File: src/rtl/sarq_pkg.sv
// Purpose: Shared constants and types of the converter acquire/convert sequencer.
// Assumes: A 40 MHz system clock; the analog front end sits outside this logic.
// Notes: Timing counts are derived from times given in nanoseconds.
package sarq_pkg;

  // System clock and internal converter clock.
  localparam int CLK_PERIOD_NS = 25;
  localparam int INT_CLK_PERIOD_NS = 250;
  localparam int INT_CLK_CYCLES = INT_CLK_PERIOD_NS / CLK_PERIOD_NS;
  localparam logic [3:0] INT_DIV_LAST = 4'(INT_CLK_CYCLES - 1);

  // Converter clock tick counts.
  localparam logic [3:0] ACQ_LAST_TICK = 4'h3;
  localparam logic [3:0] CONV_TICKS = 4'hD;
  localparam logic [3:0] CONV_DONE_CYC = 4'hC;
  localparam logic [3:0] BIT_FIRST_CYC = 4'h1;
  localparam logic [3:0] BIT_LAST_CYC = 4'hA;
  localparam int RESULT_W = 10;
  localparam logic [9:0] SAR_FIRST_TRIAL = 10'h200;

  // Control byte fields.
  localparam int CB_PD1 = 7;
  localparam int CB_PD0 = 6;
  localparam int CB_ACQ = 5;
  localparam int CB_CFG = 4;
  localparam int CB_BIP = 3;
  localparam logic [7:0] CTRL_BYTE_RESET = 8'hC0;

  // Register offsets on the APB side.
  localparam logic [11:0] OFS_STATUS = 12'h000;
  localparam logic [11:0] OFS_RESULT = 12'h004;
  localparam logic [11:0] OFS_IRQ_STATUS = 12'h008;
  localparam logic [11:0] OFS_IRQ_MASK = 12'h00C;
  localparam logic [11:0] OFS_CONFIG = 12'h010;

  // Interrupt bits and reset values.
  localparam int IRQ_W = 3;
  localparam int IRQ_DONE = 0;
  localparam int IRQ_ABORT = 1;
  localparam int IRQ_WRITE = 2;
  localparam logic [2:0] IRQ_MASK_RESET = 3'h0;
  localparam logic CONFIG_PORT_EN_RESET = 1'b1;

  // Pin synchroniser layout: cs_n, wr_n, rd_n, upper, ext clock, comparator, data.
  localparam int SYNC_W = 14;
  localparam logic [13:0] SYNC_RESET = 14'h3800;

  typedef enum logic [2:0] {
    SARQ_IDLE = 3'b000,
    SARQ_TRACK_EXT = 3'b001,
    SARQ_TRACK_INT = 3'b010,
    SARQ_CONVERT = 3'b011
  } sarq_state_t;

endpackage : sarq_pkg

File: src/rtl/sarq_sar_engine.sv
// Purpose: Successive-approximation bit trials over thirteen converter clock ticks.
// Assumes: tick is a one-cycle pulse already qualified by the clock enable.
// Notes: comp_high high means the held sample is above the trial code.
`timescale 1ns/100ps
module sarq_sar_engine (
  input wire logic clk,
  input wire logic clk_en,
  input wire logic reset,
  input wire logic start,
  input wire logic abort,
  input wire logic tick,
  input wire logic comp_high,
  output logic busy,
  output logic neg_switched,
  output logic [9:0] dac_code,
  output logic [9:0] result,
  output logic done
);
  import sarq_pkg::*;

  logic [3:0] cyc;
  wire [3:0] bit_pos = 4'(BIT_LAST_CYC - cyc);
  wire in_trials = (cyc >= BIT_FIRST_CYC) && (cyc <= BIT_LAST_CYC);
  wire step = busy && tick;

  always_ff @(posedge clk) begin
    if (reset) begin
      busy <= 1'b0;
      cyc <= 4'h0;
      dac_code <= 10'h000;
      result <= 10'h000;
      done <= 1'b0;
      neg_switched <= 1'b0;
    end else if (clk_en) begin
      done <= 1'b0;
      if (abort) begin
        busy <= 1'b0;
        neg_switched <= 1'b0;
      end else if (start) begin
        busy <= 1'b1;
        cyc <= 4'h0;
        dac_code <= SAR_FIRST_TRIAL;
        neg_switched <= 1'b0;
      end else if (step) begin
        cyc <= cyc + 4'h1;
        if (cyc == 4'h0) begin
          neg_switched <= 1'b1;
        end
        if (in_trials) begin
          if (!comp_high) begin
            dac_code[bit_pos] <= 1'b0;
          end
          if (bit_pos != 4'h0) begin
            dac_code[bit_pos - 4'h1] <= 1'b1;
          end
        end
        if (cyc == CONV_DONE_CYC) begin
          busy <= 1'b0;
          done <= 1'b1;
          result <= dac_code;
          neg_switched <= 1'b0;
        end
      end
    end
  end

endmodule : sarq_sar_engine

File: src/rtl/sarq_sequencer.sv
// Purpose: Acquire/convert sequencer with byte-wide host port and APB status side.
// Assumes: Host pins are asynchronous and pass two flip-flops before use.
// Notes: Converter clock edges are treated as one-cycle ticks of the system clock.
// Functional notes
// - Qualified store strobe rise starts tracking.
// - External mode: next store rise holds.
// - Internal mode: hold on fourth falling tick.
// - Conversion lasts exactly thirteen converter clocks.
// - Write during conversion aborts, restarts acquisition.
// - Mode bit picks acquisition only or both.
// - Sample taken as acquisition interval ends.
// - Conversion start moves capacitor to return.
// - Single-ended: channel positive, zero reference negative.
// - Pseudo-differential: both nodes from pair.
// - Ten-bit result over byte port, split.
// - Done flag low on completion, released.
// - Upper select picks two MSBs, else eight.
// - Fetch strobe with select drives bus.
//
// Chosen here: the register addresses and the APB interface to the registers.
`timescale 1ns/100ps
module sarq_sequencer #(
  parameter bit FOUR_CHANNEL = 1'b0
) (
  input wire logic clk,
  input wire logic clk_en,
  input wire logic reset,
  input wire logic psel,
  input wire logic penable,
  input wire logic pwrite,
  input wire logic [11:0] paddr,
  input wire logic [31:0] pwdata,
  output logic pready,
  output logic [31:0] prdata,
  output logic pslverr,
  input wire logic cs_n,
  input wire logic wr_n,
  input wire logic rd_n,
  input wire logic upper_byte_select,
  input wire logic [7:0] data_in,
  output logic [7:0] data_out,
  output logic data_oe_n,
  output logic int_n,
  input wire logic ext_conv_clk,
  input wire logic comp_high,
  output logic sample_hold,
  output logic hold_cap_to_neg,
  output logic [2:0] mux_pos_sel,
  output logic [2:0] mux_neg_sel,
  output logic mux_neg_is_zero_ref,
  output logic bipolar_mode,
  output logic [9:0] dac_code,
  output logic irq
);
  import sarq_pkg::*;

  sarq_pkg::sarq_state_t state;
  sarq_pkg::sarq_state_t next_state;
  logic [SYNC_W-1:0] sync1;
  logic [SYNC_W-1:0] sync2;
  logic wr_prev;
  logic rd_prev;
  logic ext_prev;
  logic [3:0] div_cnt;
  logic clk_mode_int;
  logic [7:0] ctrl_byte;
  logic [3:0] acq_ticks;
  logic [9:0] result;
  logic [IRQ_W-1:0] irq_status;
  logic [IRQ_W-1:0] irq_mask;
  logic port_en;
  logic resp_valid;
  logic sar_busy;
  logic sar_done;
  logic [9:0] sar_result;

  // The first synchroniser stage feeds only the second one.
  wire cs_s = sync2[13];
  wire wr_s = sync2[12];
  wire rd_s = sync2[11];
  wire upper_s = sync2[10];
  wire ext_s = sync2[9];
  wire comp_s = sync2[8];
  wire [7:0] din_s = sync2[7:0];

  wire pin_write = clk_en && port_en && !cs_s && wr_s && !wr_prev;
  wire pin_read = clk_en && !cs_s && !rd_s && rd_prev;
  wire div_wrap = (div_cnt == INT_DIV_LAST);
  // A tick marks a falling converter clock edge.
  wire conv_tick = clk_en && (clk_mode_int ? div_wrap : (ext_prev && !ext_s));
  wire tracking = (state == SARQ_TRACK_EXT) || (state == SARQ_TRACK_INT);
  wire start_conv = clk_en && (next_state == SARQ_CONVERT) && (state != SARQ_CONVERT);
  wire abort_conv = pin_write && (state == SARQ_CONVERT);
  wire [2:0] chan = FOUR_CHANNEL ? {1'b0, ctrl_byte[1:0]} : ctrl_byte[2:0];

  always_ff @(posedge clk) begin
    if (reset) begin
      sync1 <= SYNC_RESET;
      sync2 <= SYNC_RESET;
      wr_prev <= 1'b1;
      rd_prev <= 1'b1;
      ext_prev <= 1'b0;
    end else if (clk_en) begin
      sync1 <= {cs_n, wr_n, rd_n, upper_byte_select, ext_conv_clk, comp_high, data_in};
      sync2 <= sync1;
      wr_prev <= wr_s;
      rd_prev <= rd_s;
      ext_prev <= ext_s;
    end
  end

  always_ff @(posedge clk) begin
    if (reset) begin
      div_cnt <= 4'h0;
    end else if (clk_en) begin
      div_cnt <= div_wrap ? 4'h0 : div_cnt + 4'h1;
    end
  end

  always_ff @(posedge clk) begin
    if (reset) begin
      ctrl_byte <= CTRL_BYTE_RESET;
      clk_mode_int <= 1'b0;
    end else if (pin_write) begin
      ctrl_byte <= din_s;
      if (din_s[CB_PD1]) begin
        clk_mode_int <= !din_s[CB_PD0];
      end
    end
  end

  always_comb begin
    next_state = state;
    if (pin_write) begin
      if (din_s[CB_ACQ]) begin
        next_state = SARQ_TRACK_EXT;
      end else if (state == SARQ_TRACK_EXT) begin
        next_state = SARQ_CONVERT;
      end else begin
        next_state = SARQ_TRACK_INT;
      end
    end else begin
      unique case (state)
        SARQ_IDLE: next_state = SARQ_IDLE;
        SARQ_TRACK_EXT: next_state = SARQ_TRACK_EXT;
        SARQ_TRACK_INT: begin
          if (conv_tick && acq_ticks == ACQ_LAST_TICK) begin
            next_state = SARQ_CONVERT;
          end
        end
        SARQ_CONVERT: begin
          if (sar_done) begin
            next_state = SARQ_IDLE;
          end
        end
        default: next_state = SARQ_IDLE;
      endcase
    end
  end

  always_ff @(posedge clk) begin
    if (reset) begin
      state <= SARQ_IDLE;
      acq_ticks <= 4'h0;
    end else if (clk_en) begin
      state <= next_state;
      if (pin_write) begin
        acq_ticks <= 4'h0;
      end else if (state == SARQ_TRACK_INT && conv_tick) begin
        acq_ticks <= acq_ticks + 4'h1;
      end
    end
  end

  assign sample_hold = !tracking;
  assign mux_pos_sel = chan;
  assign mux_neg_sel = ctrl_byte[CB_CFG] ? 3'h0 : {chan[2:1], !chan[0]};
  assign mux_neg_is_zero_ref = ctrl_byte[CB_CFG];
  assign bipolar_mode = ctrl_byte[CB_BIP];

  sarq_sar_engine u_sar (
    .clk(clk),
    .clk_en(clk_en),
    .reset(reset),
    .start(start_conv),
    .abort(abort_conv),
    .tick(conv_tick),
    .comp_high(comp_s),
    .busy(sar_busy),
    .neg_switched(hold_cap_to_neg),
    .dac_code(dac_code),
    .result(sar_result),
    .done(sar_done)
  );

  always_ff @(posedge clk) begin
    if (reset) begin
      result <= 10'h000;
      data_out <= 8'h00;
      data_oe_n <= 1'b1;
    end else if (clk_en) begin
      if (sar_done) begin
        result <= sar_result;
      end
      data_out <= upper_s ? {6'h00, result[9:8]} : result[7:0];
      data_oe_n <= cs_s || rd_s;
    end
  end

  // Done flag, completion wins over release.
  always_ff @(posedge clk) begin
    if (reset) begin
      int_n <= 1'b1;
    end else if (clk_en) begin
      if (sar_done) begin
        int_n <= 1'b0;
      end else if (pin_read || pin_write) begin
        int_n <= 1'b1;
      end
    end
  end

  // APB slave with one wait state so read data comes from a flip-flop.
  wire apb_access = psel && penable;
  wire apb_take = apb_access && resp_valid;
  wire hit_status = (paddr == OFS_STATUS);
  wire hit_result = (paddr == OFS_RESULT);
  wire hit_irq_status = (paddr == OFS_IRQ_STATUS);
  wire hit_irq_mask = (paddr == OFS_IRQ_MASK);
  wire hit_config = (paddr == OFS_CONFIG);
  wire hit_any = hit_status || hit_result || hit_irq_status || hit_irq_mask || hit_config;
  wire apb_wr = clk_en && apb_take && pwrite && hit_any;
  wire [31:0] status_word = {18'h0, state, sar_busy, clk_mode_int, int_n, ctrl_byte};
  wire [31:0] read_word = hit_status ? status_word :
                          hit_result ? {22'h0, result} :
                          hit_irq_status ? {29'h0, irq_status} :
                          hit_irq_mask ? {29'h0, irq_mask} :
                          hit_config ? {31'h0, port_en} : 32'h0;
  wire [IRQ_W-1:0] irq_clr = (apb_wr && hit_irq_status) ? pwdata[IRQ_W-1:0] : 3'h0;
  wire [IRQ_W-1:0] irq_events = {pin_write, abort_conv, clk_en && sar_done};
  assign pready = apb_take;

  always_ff @(posedge clk) begin
    if (reset) begin
      resp_valid <= 1'b0;
      prdata <= 32'h0;
      pslverr <= 1'b0;
      irq_mask <= IRQ_MASK_RESET;
      port_en <= CONFIG_PORT_EN_RESET;
      irq_status <= 3'h0;
    end else if (clk_en) begin
      resp_valid <= apb_access && !resp_valid;
      if (apb_access && !resp_valid) begin
        prdata <= pwrite ? 32'h0 : read_word;
        pslverr <= !hit_any;
      end
      if (apb_wr && hit_irq_mask) begin
        irq_mask <= pwdata[IRQ_W-1:0];
      end
      if (apb_wr && hit_config) begin
        port_en <= pwdata[0];
      end
      // A new event outweighs a clear in the same cycle.
      irq_status <= (irq_status & ~irq_clr) | irq_events;
    end
  end

  assign irq = |(irq_status & irq_mask);

  // Checking helpers.
  logic [3:0] conv_ticks;
  always_ff @(posedge clk) begin
    if (reset || start_conv) begin
      conv_ticks <= 4'h0;
    end else if (conv_tick && state == SARQ_CONVERT) begin
      conv_ticks <= conv_ticks + 4'h1;
    end
  end

  property p_track_on_write;
    @(posedge clk) disable iff (reset) pin_write && din_s[CB_ACQ] |=> !sample_hold;
  endproperty
  a_track_on_write: assert property (p_track_on_write) else $error("no tracking");
  property p_ext_hold;
    @(posedge clk) disable iff (reset)
      pin_write && !din_s[CB_ACQ] && state == SARQ_TRACK_EXT |=> sample_hold && sar_busy;
  endproperty
  a_ext_hold: assert property (p_ext_hold) else $error("ext hold missed");
  property p_int_hold;
    @(posedge clk) disable iff (reset)
      state == SARQ_TRACK_INT && !pin_write && conv_tick && acq_ticks == ACQ_LAST_TICK
      |=> state == SARQ_CONVERT;
  endproperty
  a_int_hold: assert property (p_int_hold) else $error("int hold late");
  property p_conv_len;
    @(posedge clk) disable iff (reset) sar_done |-> conv_ticks == CONV_TICKS;
  endproperty
  a_conv_len: assert property (p_conv_len) else $error("bad conversion length");
  property p_abort;
    @(posedge clk) disable iff (reset) abort_conv |=> !sar_busy && !sample_hold;
  endproperty
  a_abort: assert property (p_abort) else $error("abort failed");
  property p_neg_switch;
    @(posedge clk) disable iff (reset) $rose(hold_cap_to_neg) |-> $past(conv_tick) && sar_busy;
  endproperty
  a_neg_switch: assert property (p_neg_switch) else $error("switch untimed");
  property p_single_route;
    @(posedge clk) disable iff (reset)
      ctrl_byte[CB_CFG] |-> mux_neg_is_zero_ref && mux_neg_sel == 3'h0 && mux_pos_sel == chan;
  endproperty
  a_single_route: assert property (p_single_route) else $error("route wrong");
  property p_done_flag;
    @(posedge clk) disable iff (reset) clk_en && sar_done |=> !int_n;
  endproperty
  a_done_flag: assert property (p_done_flag) else $error("done flag missed");
  property p_release;
    @(posedge clk) disable iff (reset) pin_read && !sar_done |=> int_n;
  endproperty
  a_release: assert property (p_release) else $error("flag not released");
  property p_latch;
    @(posedge clk) disable iff (reset)
      clk_en && sar_done |=> result == $past(sar_result) && !sar_busy;
  endproperty
  a_latch: assert property (p_latch) else $error("result not latched");
  property p_drive;
    @(posedge clk) disable iff (reset) clk_en && !cs_s && !rd_s |=> !data_oe_n;
  endproperty
  a_drive: assert property (p_drive) else $error("bus not driven");

  c_ext_conv: cover property (@(posedge clk) state == SARQ_TRACK_EXT ##[1:300] sar_done);
  c_int_conv: cover property (@(posedge clk) state == SARQ_TRACK_INT ##[1:500] sar_done);
  c_abort: cover property (@(posedge clk) abort_conv);

endmodule : sarq_sequencer

File: config.mk
export PLATFORM = sky130hd
export DESIGN_NAME = sarq_sequencer
export DESIGN_NICKNAME = d
export VERILOG_FILES = /design/src/rtl/sarq_pkg.sv /design/src/rtl/sarq_sar_engine.sv /design/src/rtl/sarq_sequencer.sv
export SDC_FILE = /design/constraint.sdc
export NUM_CORES = 1
export LEC_CHECK = 0
export BUFFER_PORTS_ARGS = -buffer_cell sky130_fd_sc_hd__buf_2
export CORE_ASPECT_RATIO = 0.7
export CORE_UTILIZATION = 30
export CTS_CLUSTER_DIAMETER = 200
export CTS_CLUSTER_SIZE = 14
export DETAILED_ROUTE_END_ITERATION = 10
export GPL_TIMING_DRIVEN = 0
export SYNTH_ARGS = -nofsm -noshare
export SYNTH_HDL_FRONTEND = slang
export SYNTH_HIERARCHICAL = 1
export SYNTH_SLANG_ARGS = --single-unit
File: constraint.sdc
create_clock -name clk -period 3.2 [get_ports clk]
set_input_delay 0.64 -clock clk [delete_from_list [all_inputs] [get_ports clk]]
set_output_delay 0.64 -clock clk [all_outputs]
set_load 0.05 [all_outputs]
Word-level counts from Yosys, hierarchy flattened
Index checks and enable logic that the tools add are counted.
{"block": "totals", "ff_bits": 139, "latchBits": 0, "mem_bits_rw": 0, "mem_bits_ro": 0, "in_bits": 64, "output_inout_bits": 65, "wordCells": 176, "memories": 0}
{"block": "op_classes", "addsub": 5, "n_mul": 0, "n_div": 0, "order_cmp": 6, "n_eq_ne": 12, "shift": 0, "n_mux": 51, "bitwise": 9, "reduce_logical": 67}
{"cell": "$mux 10", "count": 12}
{"cell": "$logic_and 1x1->1", "count": 28}
{"cell": "$mux 14", "count": 2}
{"cell": "$eq 12x4->1 const B", "count": 2}
{"cell": "$mux 3", "count": 7}
{"cell": "$mux 1", "count": 20}
{"cell": "$mux 4", "count": 5}
{"cell": "$reduce_and 2->1", "count": 7}
{"cell": "$add 4x1->4 const B", "count": 3}
{"cell": "$eq 12x3->1 const B", "count": 1}
{"cell": "$eq 12x5->1 const B", "count": 1}
{"cell": "$ge 4x1->1 const B", "count": 3}
{"cell": "$logic_not 12->1", "count": 1}
{"cell": "$and 10x10->10", "count": 1}
{"cell": "$lt 4x5->1 const B", "count": 2}
{"cell": "$not 10->10", "count": 1}
{"cell": "$or 10x10->10", "count": 1}
{"cell": "$eq 3x2->1 const B", "count": 3}
{"cell": "$logic_not 1->1", "count": 9}
{"cell": "$pmux 3 s3", "count": 1}
{"cell": "$reduce_and 3->1", "count": 3}
{"cell": "$demux 1 s4", "count": 2}
{"cell": "$eq 4x4->1 const B", "count": 2}
{"cell": "$mux 8", "count": 1}
{"cell": "19 further kinds", "count": 32}

Longest topological paths before layout
{"block": "logic_depth", "ltp_word": 20, "mapped_depth": 12, "mapped_depth_nobuf": 9}

Cells and area by module
Netlist, hierarchy kept.
{"mod": "sarq_sequencer", "instances": 1, "cells_per_inst": 452, "area_per_inst_um2": 4005.1, "seq_area_each_um2": 1881.8}
{"mod": "sarq_sar_engine", "instances": 1, "cells_per_inst": 167, "area_per_inst_um2": 1457.6, "seq_area_each_um2": 540.5}

Worst setup path before layout
OpenSTA, ideal clock, no wires.
{"block": "synth_path", "kind": "input-to-reg", "from": "in clk_en", "to": "reg u_sar.dac_code[2]", "setup_ps": 122, "t_arrival_ps": 3072, "required_ps": 3078, "slack_ps": 6, "stages": 11, "n_path_buf": 3, "cell_sequence": "buf_2 -> nor2b_1 -> and2_1 -> clkbuf_1 -> nand4b_1 -> a21oi_1 -> o21ai_1 -> or3_4 -> buf_6 -> and3_1 -> a311o_1"}
{"block": "synth_between", "elab_chain_len": 10, "word_cells_on_any_way": 19, "classes_between": "eq/ne: 1; mux: 4; bitwise: 1; reduce/logical: 13"}
{"element": "start: declaration", "line_no": "sarq_sequencer.sv:26", "source": "input wire logic clk_en,"}
{"element": "$logic_and 1x1->1 (on tied branches)", "line_no": "sarq_sequencer.sv:90, sarq_sequencer.sv:86"}
{"element": "$logic_and 1x1->1 (on tied branches)", "line_no": "sarq_sequencer.sv:147, sarq_sequencer.sv:86"}
{"element": "$mux 3 or $logic_and 1x1->1 (tied branches)", "line_no": "sarq_sequencer.sv:147, sarq_sequencer.sv:86"}
{"element": "$pmux 3 s3 or $logic_and 1x1->1 (tied branches)", "line_no": "sarq_sequencer.sv:143, sarq_sequencer.sv:86"}
{"element": "$mux 3", "line_no": "sarq_sequencer.sv:134", "source": "if (pin_write) begin"}
{"element": "$eq 3x2->1", "line_no": "sarq_sequencer.sv:92", "source": "wire start_conv = clk_en && (next_state == SARQ_CONVERT) && (state != SARQ_CONVERT);"}
{"element": "$logic_and 1x1->1 * (2 in a row)", "line_no": "sarq_sequencer.sv:92"}
{"element": "net start_conv", "line_no": "sarq_sequencer.sv:92"}
{"element": "$reduce_bool 2->1 (no source line)"}
{"element": "$reduce_and 4->1 (no source line)"}
{"element": "end signal: assignment", "line_no": "sarq_sar_engine.sv:42", "source": "dac_code <= SAR_FIRST_TRIAL;"}
{"element": "end signal: indexed assignment", "line_no": "sarq_sar_engine.sv:51", "source": "dac_code[bit_pos] <= 1'b0;"}
{"element": "end signal: indexed assignment", "line_no": "sarq_sar_engine.sv:54", "source": "dac_code[bit_pos - 4'h1] <= 1'b1;"}
{"element": "end: declaration", "line_no": "sarq_sar_engine.sv:15", "source": "output logic [9:0] dac_code,"}
The timed path passes the listed nets; every way through them passes the cells marked *.
A chain may end at the register's enable or synchronous reset.

Worst setup path after layout
Same ends and word-level chain as after synthesis.

==> qor.csv <==
metric,value,unit
vdd_drop_max,0.277,mV
finalNonFillerCells,980,
cp_data_arrival_time,3.41,ns
postLayoutCellArea,6890,um^2
setup_ws,0.0924,ns
drc,0,
dp.cells,946,
grtUsageTotal,0.172,
die_w,163,um
wl_per_cell,16.0,um
clock_sinks,121,
gp_congestion,0.907,
cts_buffers,17,
end_kind,flop,
path_clk_slew,0.06,ns
relSlewSlack,0.441,
seqPwrFrac,0.408,
path_class,in2reg,
row_count,40,
synth_cells,619,
grt_max_degree,20,
synth_cell_type_count,66,
routed.top_layer,met4,
worstPathRequired,3.50,ns
antenna_found_initial,0,
start_util,0.313,
synth_warnings,6,
wl_met1,8.27,mm
finalCritPeriodShare,0.971,
whs,0.441,ns
setup-violations-final,0,
dieArea,18800,um^2
drv_slew,0,
fin_skew,0.0120,ns
hp-class,in2reg,
synthesis.area,5460,um^2
cp-start-kind,input pin,
drive_above_1_share,0.211,
drt-pass1-iter-count,5,
reg2reg_from,port_en,
wl_met3,1.22,mm
max_slew.worst_pin.slew,0.839,ns
wirelength,15.7,mm
final_cell_mix,"dfxtp_1 (121), buf_2 (83), nand2_1 (77)",
utilization,0.394,
diodes,0,
synth_edf_count,0,
clock_path_buffers,2,
hold_path.startpoint,cs_n,
synth_ff_type,dfxtp_1,
grt_pass1_wl,24.7,mm
yosysSeqAreaShare,0.443,
placed_cell_area,6210,um^2
avgSynthCellArea,8.83,um^2
final_common_cell,dfxtp_1,
power_density,551,nW/um^2
synth-async-reset-ratio,0,
dp_hpwl,11.7,mm
syn_to_final_growth,26.1,%
multi_input_area,2740,um^2
viasPerCell,5.01,
drv_cap,0,
power.switching,0.889,mW
setup_tns,0,ns
ios,129,
grt_pass1_vias,4464,
synth_seq_cells,121,
fmax,322,MHz
intPower,2.91,mW
coreArea,17500,um^2
power,3.80,mW
finalNetCount,808,
combPwrFrac,0.059,
power.share.clock,0.533,
drt_iter0_markers,479,
cts_tree,done,
p_leak,2.97,nW
period_minus_slack,3.11,ns
wl_met2,6.08,mm
regArea,2420,um^2
ant_nets,0,
swShare,0.234,
root_buffer,clkbuf_16,
fill_cells,1755,
die_h,115,um
hold_violations,0,
h-tree-depth,4,
pre_cts_slack,-1.03,ns
crit_start,clk_en,
outcome,completed,
worst_skew_pair.late_latency,0.41,ns
grt_overflow,0,
num_vias,4905,
critPathMaxFanout,10,
portBuffers,79,
## Yosys cell counts, types with 3 or more instances
cell / number / share of area
a22oi_1: 7 / 0.0096
and2_1: 6 / 0.0069
o21ai_0: 12 / 0.011
nand4b_1: 5 / 0.0080
o31ai_1: 3 / 0.0041
or4_1: 3 / 0.0041
nor3_1: 5 / 0.0046
buf_2: 5 / 0.0046
a22o_1: 3 / 0.0048
o22ai_1: 7 / 0.0080
nand2_1: 77 / 0.053
or3_1: 3 / 0.0034
a211oi_1: 4 / 0.0055
dfxtp_1: 121 / 0.44
or2_2: 3 / 0.0034
nor2_1: 70 / 0.048
a21oi_1: 44 / 0.040
nor2b_1: 9 / 0.010
buf_6: 3 / 0.0062
inv_1: 19 / 0.013
nor4_1: 4 / 0.0046
mux2i_1: 47 / 0.086
nand2b_1: 5 / 0.0057
a31oi_1: 5 / 0.0057
clkbuf_1: 21 / 0.014
nand4_1: 7 / 0.0080
nand3_1: 12 / 0.011
and3_1: 20 / 0.023
ha_1: 7 / 0.016
buf_1: 4 / 0.0027
a221o_1: 9 / 0.016
xnor2_1: 4 / 0.0064
buf_4: 21 / 0.029
## sequential cells by signal (all words and copies together), names as in the netlist, 4 cells and up
register	flops
acq_ticks	4
ctrl_byte	8
data_out	8
div_cnt	4
prdata	14
result	10
sync1	14
sync2	14
u_sar/cyc	4
u_sar/dac_code	10
u_sar/result	10
## path summary, 6_finish.rpt
kind	end	slack [ns]	cells past startpoint
worst max-delay path	u_sar/dac_code[2]	0.09	12
worst max register to register	u_sar/dac_code[2]	0.25	10
worst min-delay path	sync1[13]	0.44	3
worst min register to register	result[9]	0.45	2
## cells by family after synthesis
group / Yosys count / share of synthesized area
AND/OR/NAND/NOR: 240 / 0.219
AO/OA/AOI/OAI: 124 / 0.156
flip-flops: 121 / 0.443
buffers and inverters: 73 / 0.0699
multiplexers: 47 / 0.0861
adder cells (fa/ha/maj): 7 / 0.0160
XOR/XNOR: 6 / 0.00962
other: 1 / 0.000686
## worst max-delay path: stages
cell and delay [ns]:
buf_2 0.14, buf_2 0.24, nor2b_2 0.26, and2_2 0.26, clkbuf_4 0.25, nand4b_1 0.17
a21oi_4 0.29, o21ai_1 0.22, or3_4 0.37, buf_6 0.14, and3_1 0.15, a311o_1 0.26
## layout make-up
type | count | area share
clock buffers | 18 | 0.0623
repair buffers | 83 | 0.0618
plain buffers | 53 | 0.0454
multi-input cells | 442 | 0.398
flip-flops and latches | 121 | 0.352
clock inverters | 13 | 0.0280
well taps | 231 | 0.0420
inverters | 19 | 0.0104
## power groups by stage
| stage | combinational [mW] | clock (mW) | sequential [mW] |
|---|---|---|---|
| floorplan | 0.157 | 0 | 1.58 |
| global placement | 0.221 | 0 | 1.58 |
| detailed placement | 0.222 | 0 | 1.58 |
| CTS | 0.223 | 2.05 | 1.55 |
| global route | 0.244 | 2.12 | 1.55 |
| finish | 0.225 | 2.02 | 1.55 |
## layer usage
metal  up-vias  GRT usage
met1      2277      0.270
li1       2401          -
met5         -          0
met3        12     0.0379
met4         0     0.0430
met2       215      0.230
## repair_timing
item                       4_1_cts  5_1_grt
setup endpoints to repair       23       18
pin swaps                        0        1
hold buffers                     0        0
resized for setup                5        3
buffers inserted                 0        4
Note: power is estimated with default switching activity, not from simulation.
